## config.mk

```make
export PLATFORM = sky130hd
export DESIGN_NAME = sdc_top
export DESIGN_NICKNAME = d
export VERILOG_FILES = /design/src/shared/sdc_pkg.sv /design/src/design/sdc_top.sv
export SDC_FILE = /design/constraint.sdc
export NUM_CORES = 1
export LEC_CHECK = 0
export BUFFER_PORTS_ARGS = -buffer_cell sky130_fd_sc_hd__buf_4
export CAP_MARGIN = 10
export CORE_ASPECT_RATIO = 0.6
export CORE_UTILIZATION = 50
export DETAILED_ROUTE_END_ITERATION = 7
export PLACE_DENSITY_LB_ADDON = 0.2
export SETUP_SLACK_MARGIN = 0.5
export SLEW_MARGIN = 15
export SYNTH_ARGS = -nofsm -noshare
export SYNTH_HDL_FRONTEND = slang
export SYNTH_SLANG_ARGS = --single-unit
```

## constraint.sdc

```tcl
create_clock -name i_clk -period 4.9 [get_ports i_clk]
set_input_delay 0 -clock i_clk [delete_from_list [all_inputs] [get_ports i_clk]]
set_output_delay 0 -clock i_clk [all_outputs]
set_load 0.02 [all_outputs]
```

## src/shared/sdc_pkg.sv

```systemverilog
// Purpose: Shared constants for the sigma-delta converter control block.
// Assumes: 20 MHz system clock, 8-bit special-function register port.
// Notes:   Times are held in nanoseconds and turned into cycle counts here.
package sdc_pkg;

    // Register addresses and reset values.
    localparam logic [7:0] PRI_CTRL_ADDR = 8'hd2;
    localparam logic [7:0] AUX_CTRL_ADDR = 8'hd3;
    localparam logic [7:0] PRI_CTRL_RST  = 8'h07;
    localparam logic [7:0] AUX_CTRL_RST  = 8'h00;

    // Field positions shared by both control registers; the range field is in the primary register only.
    localparam int EXT_REF_BIT  = 6;
    localparam int CHAN_HI_BIT  = 5;
    localparam int CHAN_LO_BIT  = 4;
    localparam int UNIPOLAR_BIT = 3;
    localparam int RANGE_HI_BIT = 2;
    localparam int RANGE_LO_BIT = 0;

    // Writable bit masks; reserved bits stay zero.
    localparam logic [7:0] PRI_CTRL_MASK = 8'h7f;
    localparam logic [7:0] AUX_CTRL_MASK = 8'h78;

    // Analog input numbers driven onto the multiplexer selects.
    localparam logic [2:0] AIN_NONE = 3'h0;
    localparam logic [2:0] AIN_1    = 3'h1;
    localparam logic [2:0] AIN_2    = 3'h2;
    localparam logic [2:0] AIN_3    = 3'h3;
    localparam logic [2:0] AIN_4    = 3'h4;
    localparam logic [2:0] AIN_5    = 3'h5;

    // Channel codes.
    localparam logic [1:0] CH_PAIR_A  = 2'h0;
    localparam logic [1:0] CH_PAIR_B  = 2'h1;
    localparam logic [1:0] CH_SHORT   = 2'h2;
    localparam logic [1:0] CH_PAIR_C  = 2'h3;
    localparam logic [1:0] ACH_TEMP   = 2'h2;

    // Internal bandgap in millivolts and primary spans in microvolts.
    localparam int BANDGAP_MV = 1250;
    localparam int SPAN_MIN_UV = 20000;

    // Result coding constants.
    localparam logic [23:0] PRI_ZERO_UNI = 24'h000000;
    localparam logic [23:0] PRI_MID      = 24'h800000;
    localparam logic [15:0] AUX_ZERO_UNI = 16'h0000;
    localparam logic [15:0] AUX_MID      = 16'h8000;
    localparam logic [23:0] POS_HALF     = 24'h400000;
    localparam logic [23:0] FULL_CODE    = 24'hffffff;

    // Output period limits and clock.
    localparam longint CLK_PERIOD_NS = 50;
    localparam longint T_MIN_NS      = 9520000;
    localparam longint T_MAX_NS      = 186770000;
    localparam int PERIOD_MIN_CYC = int'((T_MIN_NS + CLK_PERIOD_NS - 1) / CLK_PERIOD_NS);
    localparam int PERIOD_MAX_CYC = int'(T_MAX_NS / CLK_PERIOD_NS);
    localparam int PERIOD_W       = 22;

    // Filter outputs needed after a start or change before a result.
    localparam logic [1:0] SETTLE_OUTPUTS = 2'h2;

endpackage

```

## src/design/sdc_top.sv

```systemverilog
// Purpose: Control and result forming for a primary and an auxiliary sigma-delta converter.
// Assumes: Filter words arrive on this clock as signed two's complement values.
// Notes:   Software restarts both converters by writing either control register.
// Overview of operation
// - Primary reference select bit set picks external reference, clear picks 1.25 V bandgap.
// - Primary channel code routes 1/2, 3/4, 2/2 shorted, or 3/2.
// - Primary unipolar gives zero for zero input; bipolar gives mid-scale.
// - Primary range code picks eight doubling spans; unipolar uses positive half.
// - Auxiliary reference select bit set picks external reference, clear picks bandgap.
// - Auxiliary channel code picks input3, input4, temperature sensor or input5 against ground.
// - Auxiliary unipolar gives zero 16-bit result; bipolar gives mid-scale.
// - Temperature result is mid-scale at zero degrees, one high-byte count per degree.
// - Auxiliary span is fixed at plus or minus reference, no range choice.
// - Results come at a programmable rate between 5.35 Hz and 105.03 Hz.
// - Inputs reverse each period; each filter word averages with the previous one.
// - First result after start or change needs two output periods.
// - Each converter sets its ready flag when a conversion completes.
`timescale 1ns/100ps
module sdc_top #(
    parameter int P_PERIOD_MIN_CYC = sdc_pkg::PERIOD_MIN_CYC,
    parameter int P_PERIOD_MAX_CYC = sdc_pkg::PERIOD_MAX_CYC
) (
    // Clock and reset.
    input  wire logic        i_clk,
    input  wire logic        i_rst_b,
    // Special-function register port.
    input  wire logic [7:0]  i_sfr_addr,
    input  wire logic [7:0]  i_sfr_wdata,
    input  wire logic        i_sfr_wr,
    input  wire logic        i_sfr_rd,
    output logic      [7:0]  o_sfr_rdata,
    // Output period in system clock cycles.
    input  wire logic [21:0] i_period_cyc,
    // Decimation filter words.
    input  wire logic [23:0] i_pri_filt_data,
    input  wire logic [15:0] i_aux_filt_data,
    // Ready flag clears from the status register.
    input  wire logic        i_pri_ready_clr,
    input  wire logic        i_aux_ready_clr,
    // Primary front-end controls.
    output logic             o_pri_ext_ref_sel,
    output logic      [2:0]  o_pri_pos_sel,
    output logic      [2:0]  o_pri_neg_sel,
    output logic             o_pri_short,
    output logic      [2:0]  o_pri_range,
    // Auxiliary front-end controls.
    output logic             o_aux_ext_ref_sel,
    output logic      [2:0]  o_aux_pos_sel,
    output logic             o_aux_temp_sel,
    // Chop and filter timing.
    output logic             o_chop_phase,
    output logic             o_filt_dump,
    // Results and status.
    output logic      [23:0] o_pri_result,
    output logic      [15:0] o_aux_result,
    output logic             o_pri_result_ready,
    output logic             o_aux_result_ready
);

    if (P_PERIOD_MIN_CYC < 2 || P_PERIOD_MAX_CYC < P_PERIOD_MIN_CYC ||
        P_PERIOD_MAX_CYC >= (1 << sdc_pkg::PERIOD_W)) begin : g_bad_period
        $error("Output period limits do not fit the period counter.");
    end

    localparam logic [21:0] MIN_CYC = P_PERIOD_MIN_CYC[21:0];
    localparam logic [21:0] MAX_CYC = P_PERIOD_MAX_CYC[21:0];

    typedef struct packed {
        logic [7:0]  pri_ctrl;
        logic [7:0]  aux_ctrl;
        logic [7:0]  rdata;
        logic [21:0] tick_cnt;
        logic        chop;
        logic        dump;
        logic [23:0] pri_prev;
        logic [15:0] aux_prev;
        logic [1:0]  settle;
        logic [23:0] pri_res;
        logic [15:0] aux_res;
        logic        pri_rdy;
        logic        aux_rdy;
    } sdc_state_t;

    sdc_state_t st_q;
    sdc_state_t st_d;

    // Sum of two signed words halved without overflow.
    function automatic logic [23:0] sdc_avg(input logic [23:0] a, input logic [23:0] b);
        logic [24:0] sum;
        sum = {a[23], a} + {b[23], b};
        return sum[24:1];
    endfunction

    // Turns a signed averaged word into the output code.
    function automatic logic [23:0] sdc_code(input logic [23:0] avg, input logic uni);
        logic [23:0] res;
        res = {~avg[23], avg[22:0]};
        if (uni) begin
            if (avg[23]) begin
                res = sdc_pkg::PRI_ZERO_UNI;
            end else if (avg >= sdc_pkg::POS_HALF) begin
                res = sdc_pkg::FULL_CODE;
            end else begin
                res = {avg[22:0], 1'b0};
            end
        end
        return res;
    endfunction

    logic [21:0] period_lim;
    logic        wr_pri;
    logic        wr_aux;
    logic [23:0] pri_avg;
    logic [23:0] aux_avg;
    logic [23:0] aux_code;

    always_comb begin
        // Programmed period is held inside the documented rate span.
        period_lim = i_period_cyc;
        if (i_period_cyc < MIN_CYC) begin
            period_lim = MIN_CYC;
        end else if (i_period_cyc > MAX_CYC) begin
            period_lim = MAX_CYC;
        end
        wr_pri   = i_sfr_wr && (i_sfr_addr == sdc_pkg::PRI_CTRL_ADDR);
        wr_aux   = i_sfr_wr && (i_sfr_addr == sdc_pkg::AUX_CTRL_ADDR);
        pri_avg  = sdc_avg(i_pri_filt_data, st_q.pri_prev);
        aux_avg  = sdc_avg({i_aux_filt_data, 8'h00}, {st_q.aux_prev, 8'h00});
        aux_code = sdc_code(aux_avg, st_q.aux_ctrl[sdc_pkg::UNIPOLAR_BIT]);
    end

    always_comb begin
        st_d      = st_q;
        st_d.dump = 1'b0;

        if (wr_pri) begin
            st_d.pri_ctrl = i_sfr_wdata & sdc_pkg::PRI_CTRL_MASK;
        end
        if (wr_aux) begin
            st_d.aux_ctrl = i_sfr_wdata & sdc_pkg::AUX_CTRL_MASK;
        end

        if (i_sfr_rd) begin
            unique case (i_sfr_addr)
                sdc_pkg::PRI_CTRL_ADDR: st_d.rdata = st_q.pri_ctrl;
                sdc_pkg::AUX_CTRL_ADDR: st_d.rdata = st_q.aux_ctrl;
                default:                st_d.rdata = 8'h00;
            endcase
        end

        if (wr_pri || wr_aux) begin
            // A change restarts timing so stale filter words never average in.
            st_d.tick_cnt = '0;
            st_d.settle   = '0;
            st_d.chop     = 1'b0;
        end else if (st_q.tick_cnt >= period_lim - 22'h000001) begin
            st_d.tick_cnt = '0;
            st_d.dump     = 1'b1;
            st_d.chop     = ~st_q.chop;
            st_d.pri_prev = i_pri_filt_data;
            st_d.aux_prev = i_aux_filt_data;
            if (st_q.settle < sdc_pkg::SETTLE_OUTPUTS - 2'h1) begin
                st_d.settle = st_q.settle + 2'h1;
            end else begin
                st_d.settle  = sdc_pkg::SETTLE_OUTPUTS;
                st_d.pri_res = sdc_code(pri_avg, st_q.pri_ctrl[sdc_pkg::UNIPOLAR_BIT]);
                st_d.aux_res = aux_code[23:8];
                st_d.pri_rdy = 1'b1;
                st_d.aux_rdy = 1'b1;
            end
        end else begin
            st_d.tick_cnt = st_q.tick_cnt + 22'h000001;
        end

        // Clears lose to a completion in the same cycle.
        if (i_pri_ready_clr && !(st_d.dump && st_d.settle == sdc_pkg::SETTLE_OUTPUTS)) begin
            st_d.pri_rdy = 1'b0;
        end
        if (i_aux_ready_clr && !(st_d.dump && st_d.settle == sdc_pkg::SETTLE_OUTPUTS)) begin
            st_d.aux_rdy = 1'b0;
        end
    end

    always_ff @(posedge i_clk or negedge i_rst_b) begin
        if (!i_rst_b) begin
            st_q          <= '0;
            st_q.pri_ctrl <= sdc_pkg::PRI_CTRL_RST;
            st_q.aux_ctrl <= sdc_pkg::AUX_CTRL_RST;
        end else begin
            st_q <= st_d;
        end
    end

    logic [1:0] pri_ch;
    logic [1:0] aux_ch;

    always_comb begin
        pri_ch = st_q.pri_ctrl[sdc_pkg::CHAN_HI_BIT:sdc_pkg::CHAN_LO_BIT];
        aux_ch = st_q.aux_ctrl[sdc_pkg::CHAN_HI_BIT:sdc_pkg::CHAN_LO_BIT];
        o_pri_ext_ref_sel = st_q.pri_ctrl[sdc_pkg::EXT_REF_BIT];
        o_aux_ext_ref_sel = st_q.aux_ctrl[sdc_pkg::EXT_REF_BIT];
        o_pri_range = st_q.pri_ctrl[sdc_pkg::RANGE_HI_BIT:sdc_pkg::RANGE_LO_BIT];
        o_pri_short = 1'b0;
        unique case (pri_ch)
            sdc_pkg::CH_PAIR_A: begin
                o_pri_pos_sel = sdc_pkg::AIN_1;
                o_pri_neg_sel = sdc_pkg::AIN_2;
            end
            sdc_pkg::CH_PAIR_B: begin
                o_pri_pos_sel = sdc_pkg::AIN_3;
                o_pri_neg_sel = sdc_pkg::AIN_4;
            end
            sdc_pkg::CH_SHORT: begin
                o_pri_pos_sel = sdc_pkg::AIN_2;
                o_pri_neg_sel = sdc_pkg::AIN_2;
                o_pri_short   = 1'b1;
            end
            sdc_pkg::CH_PAIR_C: begin
                o_pri_pos_sel = sdc_pkg::AIN_3;
                o_pri_neg_sel = sdc_pkg::AIN_2;
            end
        endcase
        o_aux_temp_sel = (aux_ch == sdc_pkg::ACH_TEMP);
        unique case (aux_ch)
            2'h0:    o_aux_pos_sel = sdc_pkg::AIN_3;
            2'h1:    o_aux_pos_sel = sdc_pkg::AIN_4;
            2'h2:    o_aux_pos_sel = sdc_pkg::AIN_NONE;
            2'h3:    o_aux_pos_sel = sdc_pkg::AIN_5;
        endcase
    end

    assign o_sfr_rdata        = st_q.rdata;
    assign o_chop_phase       = st_q.chop;
    assign o_filt_dump        = st_q.dump;
    assign o_pri_result       = st_q.pri_res;
    assign o_aux_result       = st_q.aux_res;
    assign o_pri_result_ready = st_q.pri_rdy;
    assign o_aux_result_ready = st_q.aux_rdy;

endmodule

```

# Word level (Yosys, flattened, before mapping)

Cells that the tools add are included.

$add $sub $neg: 5
Multiply operators: 0
Div/mod/pow operators: 0
$lt $le $gt $ge: 6
Equal/unequal tests: 13
Shifts and indexed selects: 0
Mux-type cells: 23
Bitwise operators: 5
Reduce and logical (&&, ||, !) cells: 18

Operator list:

| kind                    | count |
|---|---|
| $mux W24                | 6 |
| $mux W86                | 1 |
| $mux W22                | 3 |
| $add A24 B24 Y25        | 2 |
| $ge A24 B23 Y1 const B  | 2 |
| $mux W42                | 1 |
| $mux W41                | 1 |
| $mux W23                | 1 |
| $add A22 B1 Y22 const B | 1 |
| $ge A22 B22 Y1          | 1 |
| $gt A22 B22 Y1 const B  | 1 |
| $lt A22 B18 Y1 const B  | 1 |
| $sub A22 B1 Y22 const B | 1 |
| $eq A8 B8 Y1 const B    | 2 |
| $pmux W7 S2             | 1 |
| $pmux W3 S4             | 1 |
| $eq A2 B2 Y1 const B    | 5 |
| $pmux W3 S3             | 1 |
| $reduce_and A3 Y1       | 3 |
| $ne A2 B1 Y1 const B    | 4 |
| $mux W2                 | 3 |
| $pmux W3 S2             | 1 |
| $reduce_bool A2 Y1      | 3 |
| $logic_and A1 B1 Y1     | 5 |
| other kinds (11)        | 19 |

Bits in registers: 127
Latch bits: 0
RAM bits: 0
Bits in read-only memories: 0
Bits of input ports: 84
Memories: 0

# Longest topological paths before layout

Gate-level depths: netlist of run 1.

Depth after elaboration: 14
Gate-level depth with buffers: 26
Mapped depth without buffers: 22

# Least setup slack after synthesis of run 1

Ideal clock, no wire load.

Path type: input to register
From: in i_period_cyc[9]
To: reg st_q[44] (netlist bit)
Arrival: 4667 ps
Required time: 4775 ps
Slack: 108 ps
Cell stages on the path: 25
Buffers on the path: 3
Cell sequence: and3_1 -> a311o_1 -> a21oi_1 -> o21a_1 -> nor2_1 -> nand2_1 -> ha_1 -> clkbuf_1 -> nand2_1 -> or3_1 -> a221o_2 -> nor4_4 -> xor2_1 -> nand2_1 -> ha_1 -> nand4_1 -> o21bai_1 -> a21oi_1 -> o22ai_1 -> a21oi_1 -> o21a_1 -> or2_2 -> clkbuf_1 -> buf_1 -> mux2_2

Word-level cells in the longest chain between the ends: 6
Elaborated cells on any way between the ends: 7
Classes of those cells: 1 x add/sub; 3 x order compare; 2 x mux; 1 x reduce/logical

Ends and longest elaborated chain:

| what                          | RTL line       | source |
|---|---|---|
| start: declaration            | sdc_top.sv:33  | `input wire logic [21:0] i_period_cyc,` |
| $gt A22 B22 Y1                | sdc_top.sv:122 | `end else if (i_period_cyc > MAX_CYC) begin` |
| $mux W22                      | sdc_top.sv:122 |  |
| $mux W22 *                    | sdc_top.sv:120 | `if (i_period_cyc < MIN_CYC) begin` |
| $sub A22 B1 Y22 *             | sdc_top.sv:156 | `end else if (st_q.tick_cnt >= period_lim - 22'h000001) begin` |
| $ge A22 B22 Y1 *              | sdc_top.sv:156 |  |
| $reduce_and A2 Y1 (no line) * | --             |  |
| end signal: assignment        | sdc_top.sv:190 | `st_q <= st_d;` |
| end: declaration              | sdc_top.sv:84  | `sdc_state_t st_q;` |

Mark *: on every way between the ends. The rest lies on a longest branch, timed or not.
A chain may end at the register's enable or synchronous reset.

# Worst setup path in the final report of run 1

From: in i_period_cyc[9]
To: reg st_q[54] (netlist bit)

Same word-level chain as after synthesis.

==> run_results.csv, run 1 <==
group,metric,value,unit
setup_path,arrival,4.52,ns
place,placed_area,10200,um^2
logic_synthesis,synth_most_common_cell,"dfrtp_1",
logic_synthesis,synth_xor_area_frac,0.0652,
routing,met1_length,11700,um
clock_tree,clock_latency,0.41,ns
sta,setup_tns,0,ns
logic_synthesis,syn_inst,989,
grt,grt_pass1_wl,37600,um
floorplan,initial_core_util,0.518,
setup_path,criticalPathCategory,"in2reg",
setup_path,start_kind,"primary input",
place,place_congestion,0.910,
routing,avgRoutedWirePerCell,16.6,um
logic_synthesis,synth-seq-area-share,0.351,
sta,tightestPinTransition,1.12,ns
logic_synthesis,muxShareOfSynthArea,0.0708,
run_status,status,"completed",
grt,antenna_found_initial,0,
routing,wirelength,23200,um
floorplan,fp-row-count,37,
layout,final_util,0.657,
place,dp_hpwl,16900,um
routing,num_vias,7839,
sta,clock-skew-final,0.00996,ns
setup_path,crit_path_max_fanout,19,
clock_tree,cts_sinks,126,
routing,drc,0,
routing,highest_layer,"met4",
logic_synthesis,ys_warn_count,0,
pwr,total_power,6.33,mW
sta,slew_violations,0,
sta,layout_setup_ws,0.669,ns
setup_path,cp_data_required_time,5.19,ns
pwr,ir_drop,290,uV
logic_synthesis,synth_compound_area_frac,0.173,
clock_tree,cts_root_buf,"clkbuf_16",
logic_synthesis,synth_seq_cells,126,
grt,grt_pass1_vias,7328,
sta,max_freq,236,MHz
routing,viasPerCell,5.62,
sta,setup_viol,0,
logic_synthesis,avgSynthCellArea,9.10,um^2
worst_hold_path,hold_path_class,"in2reg",
sta,period_minus_slack,4.23,ns
layout,insertedDiodeCount,0,
flow_run,max-cap-violations,0,
logic_synthesis,yosys-top-cells-count,"123 x dfrtp_1, 94 x nand2_1, 81 x nor2_1, 67 x ha_1, 57 x a21oi_1",
logic_synthesis,synth.distinct_cells,63,
routing,dr_wl_met2,9680,um
sta,rsz0062_at_grt,"false",
grt,grt_max_degree,67,
place,pre_cts_ws,0.137,ns
logic_synthesis,synth_area,9000,um^2
floorplan,ios,152,
logic_synthesis,synth.area.top_cells,"dfrtp_1 34%, ha_1 9.3%, mux2_2 5.4%, buf_4 4.4%, nand2_1 3.9%",
floorplan,die-area,18600,um^2
logic_synthesis,synthAdderAreaFrac,0.0976,
sta,fin_crit_sh,0.863,
logic_synthesis,synth_top_flop_cell,"dfrtp_1",
floorplan,die_x,175,um
sta,timing.slew.headroom,0.249,
routing,ant_nets,0,
grt,overflow,0,
pwr,powerDensity,555,nW/um^2
logic_synthesis,synth-edff-count,0,
routing,firstDrtPassIters,5,
place,io_buffers,147,
logic_synthesis,yosys.area.top_type_share,0.342,
clock_tree,cts_tree,"yes",
logic_synthesis,synth-simple-area-share,0.170,
clock_tree,ctsHtreeMaxLevel,4,
clock_tree,cts_max_path_buffers,2,
pwr,power.leakage,5.34,nW
sta,finalHoldViolations,0,
logic_synthesis,async_reset_ff_frac,1.00,
setup_path,cp-end-kind,"flop",
clock_tree,clkTransAtPathRegs,0.06,ns
routing,met3WireLength,1490,um
layout,final_area,11400,um^2
logic_synthesis,synth_top_family_by_area,"compound AO/OA/AOI/OAI gates",
logic_synthesis,synth_area_leader_cell,"dfrtp_1",
layout,area_growth,26.8,%
layout,fin_nets,1302,
floorplan,core,17400,um^2
layout,drive_above_1_share,0.252,
floorplan,dieHeight,106,um
clock_tree,cts_inserted_buffers,17,
grt,track_usage,0.254,
routing,first_iter_violations,520,
power breakdown:
group	switching (mW)	total, mW	internal (mW)
sequential	0.297	1.73	1.43
clock	0.489	1.30	0.813
combinational	1.88	3.30	1.42
total	2.66	6.33	3.67
layout make-up:
class / instances / area, um^2
clock buffers: 18 / 439
clock inverters: 14 / 168
fillers: 1401 / 5950
inverters: 28 / 105
multi-input cells: 746 / 5320
flip-flops and latches: 126 / 3160
well taps: 234 / 293
repair buffers: 230 / 1930
registers in the layout, summed over array words and instances (netlist names):
name / count
o_aux_ext_ref_sel: 1
o_pri_range: 3
o_sfr_rdata: 7
o_chop_phase: 1
aux_ch: 2
o_pri_result: 24
o_aux_result_ready: 1
o_pri_ext_ref_sel: 1
st_q: 66
o_pri_result_ready: 1
o_filt_dump: 1
o_aux_result: 16
pri_ch: 2
worst max-delay path, cell delays in order:
cell and delay [ns]:
buf_4 0.12, and3_4 0.17, a311o_1 0.33, a21oi_2 0.15, o21a_1 0.18, nor2_2 0.09, nand2_2 0.08, ha_2 0.19
nand2_2 0.05, or3_1 0.30, a221o_2 0.35, buf_4 0.17, nor3_1 0.18, xor2_1 0.17, o21ai_1 0.07, ha_1 0.27
nand2_1 0.08, nor2_1 0.16, a211oi_2 0.07, o211ai_1 0.27, a21oi_1 0.07, o21a_1 0.19, or2_4 0.29, buf_12 0.17
mux2_4 0.30
placed cells by master, fill, tap and decap left out, drive strengths merged, types with 18 or more instances in the layout:
cell type | Yosys | final
a211oi | 18 | 18
a21oi | 57 | 57
buf | 60 | 178
clkbuf | 31 | 18
dfrtp | 123 | 123
dlygate4sd3 | 0 | 52
ha | 67 | 67
inv | 28 | 29
mux2 | 53 | 53
nand2 | 94 | 94
nand3 | 43 | 43
nor2 | 81 | 81
o211ai | 29 | 29
o21ai | 47 | 47
xnor2 | 28 | 28
xor2 | 39 | 39
timing repair:
action,CTS,global route
resized for setup,0,9
setup buffers,0,3
hold buffers,52,0
hold endpoints to repair,124,0
setup endpoints to repair,0,77
metal layers:
metal / track usage / vias up
met3: 0.0411 / 28
met5: 0 / -
li1: - / 3838
met1: 0.391 / 3695
met2: 0.369 / 278
met4: 0.0602 / 0
path summary, 6_finish.rpt:
kind | to | cells past startpoint | start | slack (ns)
setup / recovery | st_q[54] | 25 | i_period_cyc[9] | 0.67
min in group asynchronous | st_q[47] | 2 | i_rst_b | 0.24
setup reg to reg | o_pri_result[20] | 10 | st_q[60] | 1.57
hold reg to reg | o_aux_result[15] | 2 | o_aux_result[15] | 0.49
hold / removal | o_sfr_rdata[2] | 4 | i_sfr_addr[0] | 0.01
max in group asynchronous | st_q[66] | 3 | i_rst_b | 3.30
through the flow:
stage | std cells | hold WS (ns)
after floorplan | 991 | -0.296
after global placement | 1309 | 0.154
after detailed placement | 1309 | 0.161
after CTS | 1393 | 0.00239
after global routing | 1396 | 0.0229
final | 1396 | 0.0107
cell families (layout without fill, tap and decap cells):
group,count (synthesis),count (layout)
buffers and inverters,119,290
other,1,3
DFF,126,126
xor gates and xnor gates,67,67
muxes,57,57
and+or+nand+nor,319,319
AOI/OAI and AO/OA,231,231
adders and majority gates,69,69
Power figures use the tool's default switching activity.
==> run 2: changes to the inputs <==
==> constraint.sdc (replaced) <==
create_clock -name i_clk -period 5.1 [get_ports i_clk]
set_input_delay 0 -clock i_clk [delete_from_list [all_inputs] [get_ports i_clk]]
set_output_delay 0 -clock i_clk [all_outputs]
set_load 0.02 [all_outputs]
==> run_results.csv, run 2 (synthesized netlist as in run 1, its figures left out) <==
group,metric,value,unit
routing,wirelength,23100,um
floorplan,initial_core_util,0.518,
floorplan,ios,152,
layout,final_common_cell,"buf_4",
routing,firstDrtPassIters,5,
pwr,internal-power,3.52,mW
grt,grt_pass1_vias,7284,
setup_path,crit_path_max_fanout,21,
grt,grt_pass1_wl,37700,um
sta,setup_viol,0,
clock_tree,cts_max_path_buffers,2,
sta,slew_violations,0,
sta,finalHoldViolations,0,
floorplan,core,17400,um^2
grt,overflow,0,
setup_path,criticalPathCategory,"in2reg",
floorplan,fp-row-count,37,
grt,grt_max_degree,67,
routing,ant_nets,0,
routing,viasPerCell,5.68,
clock_tree,cts_root_buf,"clkbuf_16",
pwr,p_sw_frac,0.419,
sta,timing.slew.headroom,0.247,
sta,clock-skew-final,0.0108,ns
layout,largest_reg_flops,66,
floorplan,die-area,18600,um^2
setup_path,arrival,4.72,ns
layout,final_util,0.649,
setup_path,start_kind,"primary input",
clock_tree,cts_inserted_buffers,17,
worst_hold_path,hold_path_class,"in2reg",
place,dp_hpwl,16600,um
layout,drive_above_1_share,0.230,
layout,top_register,"st_q",
clock_tree,clock_latency,0.42,ns
sta,rsz0062_at_grt,"false",
sta,layout_setup_ws,0.683,ns
layout,insertedDiodeCount,0,
place,io_buffers,147,
grt,antenna_found_initial,0,
routing,num_vias,7863,
pwr,clock_power_share,0.216,
pwr,powerDensity,538,nW/um^2
layout,fin_nets,1290,
clock_tree,ctsHtreeMaxLevel,4,
floorplan,die_x,175,um
sta,setup_tns,0,ns
flow_run,max-cap-violations,0,
pwr,power.leakage,5.24,nW
pwr,pwr-share-seq,0.274,
setup_path,cp_data_required_time,5.40,ns
place,place_congestion,0.850,
sta,period_minus_slack,4.42,ns
setup_path,cp-end-kind,"flop",
routing,first_iter_violations,582,
pwr,ir_drop,297,uV
pwr,p_switching,2.54,mW
layout,final_cell_mix,"161 x buf_4, 123 x dfrtp_1, 93 x nand2_1",
routing,drc,0,
pwr,total_power,6.06,mW
layout,instances_no_fill,1384,
sta,tightestPinTransition,1.13,ns
sta,max_freq,226,MHz
pwr,combinationalPowerShare,0.509,
clock_tree,clkTransAtPathRegs,0.06,ns
place,placed_cells,1296,
floorplan,dieHeight,106,um
routing,avgRoutedWirePerCell,16.7,um
grt,track_usage,0.255,
clock_tree,cts_tree,"yes",
place,pre_cts_ws,0.191,ns
run_status,status,"completed",
clock_tree,cts_sinks,126,
layout,area_growth,25.2,%
sta,fin_crit_sh,0.866,
## run 2: cell count changes in the layout (fill, tap and decap cells not counted), moves of 4 or more
cell / before / now
buf_12: 6 / 2
buf_4: 172 / 161
mux2_1: 0 / 10
mux2_4: 11 / 0
## run 2: stage by stage
stage	hold slack [ns]	instance area, um^2
after detailed placement	0.137	10000
after floorplan	-0.296	9030
after global routing	0.0250	11300
after CTS	0.00443	11200
final	0.0133	11300
after global placement	0.134	10000
## run 2: timing repair
item                                    in CTS  in global routing
resized for setup                            0                 10
buffers inserted                             0                  3
endpoints found under the hold margin      120                  0
hold buffers                                52                  0
endpoints found under the setup margin       0                 95
## run 2: path summary, 6_finish.rpt
check | start | end | slack [ns] | depth (start not counted)
worst max register to register | st_q[48] | o_aux_result[7] | 1.42 | 9
worst min-delay path | i_sfr_addr[0] | o_sfr_rdata[2] | 0.01 | 4
worst min register to register | o_aux_result[13] | o_aux_result[13] | 0.49 | 2
min in group asynchronous | i_rst_b | st_q[46] | 0.24 | 2
max in group asynchronous | i_rst_b | o_aux_result[7] | 3.52 | 3
worst max-delay path | i_period_cyc[9] | st_q[74] | 0.68 | 24
## run 2: final cells by class
class / count / area (um^2)
Timing Repair Buffer: 218 / 1820
Clock inverter: 13 / 189
Clock buffer: 19 / 453
Tap cell: 234 / 293
Sequential cell: 126 / 3160
Inverter: 28 / 105
Fill cell: 1415 / 6090
Multi-Input combinational cell: 746 / 5260
## run 2: worst max-delay path, cell delays in order
cell and delay (ns):
buf_4 0.12, and3_1 0.19, a311o_1 0.38, a21oi_2 0.15, o21a_1 0.21, nor2_4 0.09
nand2_1 0.11, ha_1 0.18, nand2_1 0.08, or3_1 0.31, a221o_2 0.38, nor4_4 0.31
xor2_1 0.16, nand2_1 0.10, ha_4 0.31, nand4_1 0.10, o21bai_1 0.13, a21oi_1 0.09
o22ai_2 0.22, a21oi_1 0.10, o21a_1 0.21, or2_4 0.27, buf_12 0.18, mux2_1 0.32
## run 2: power by group through the flow
stage	Clock, mW	Combinational [mW]	Sequential (mW)
final	1.31	3.09	1.66
after floorplan	0	2.35	1.57
after CTS	1.33	3.02	1.66
after global placement	0	2.92	1.66
after global routing	1.38	3.39	1.71
after detailed placement	0	2.97	1.67
## run 2: layer usage
| layer | vias up | wire [um] | global-route usage | part of all wire |
|---|---|---|---|---|
| li1 | 3816 | - | - | - |
| met1 | 3743 | 11800 | 0.397 | 0.51 |
| met2 | 280 | 9510 | 0.360 | 0.41 |
| met3 | 24 | 1550 | 0.0433 | 0.067 |
| met4 | 0 | 283 | 0.0689 | 0.012 |
| met5 | - | 0 | 0 | 0 |
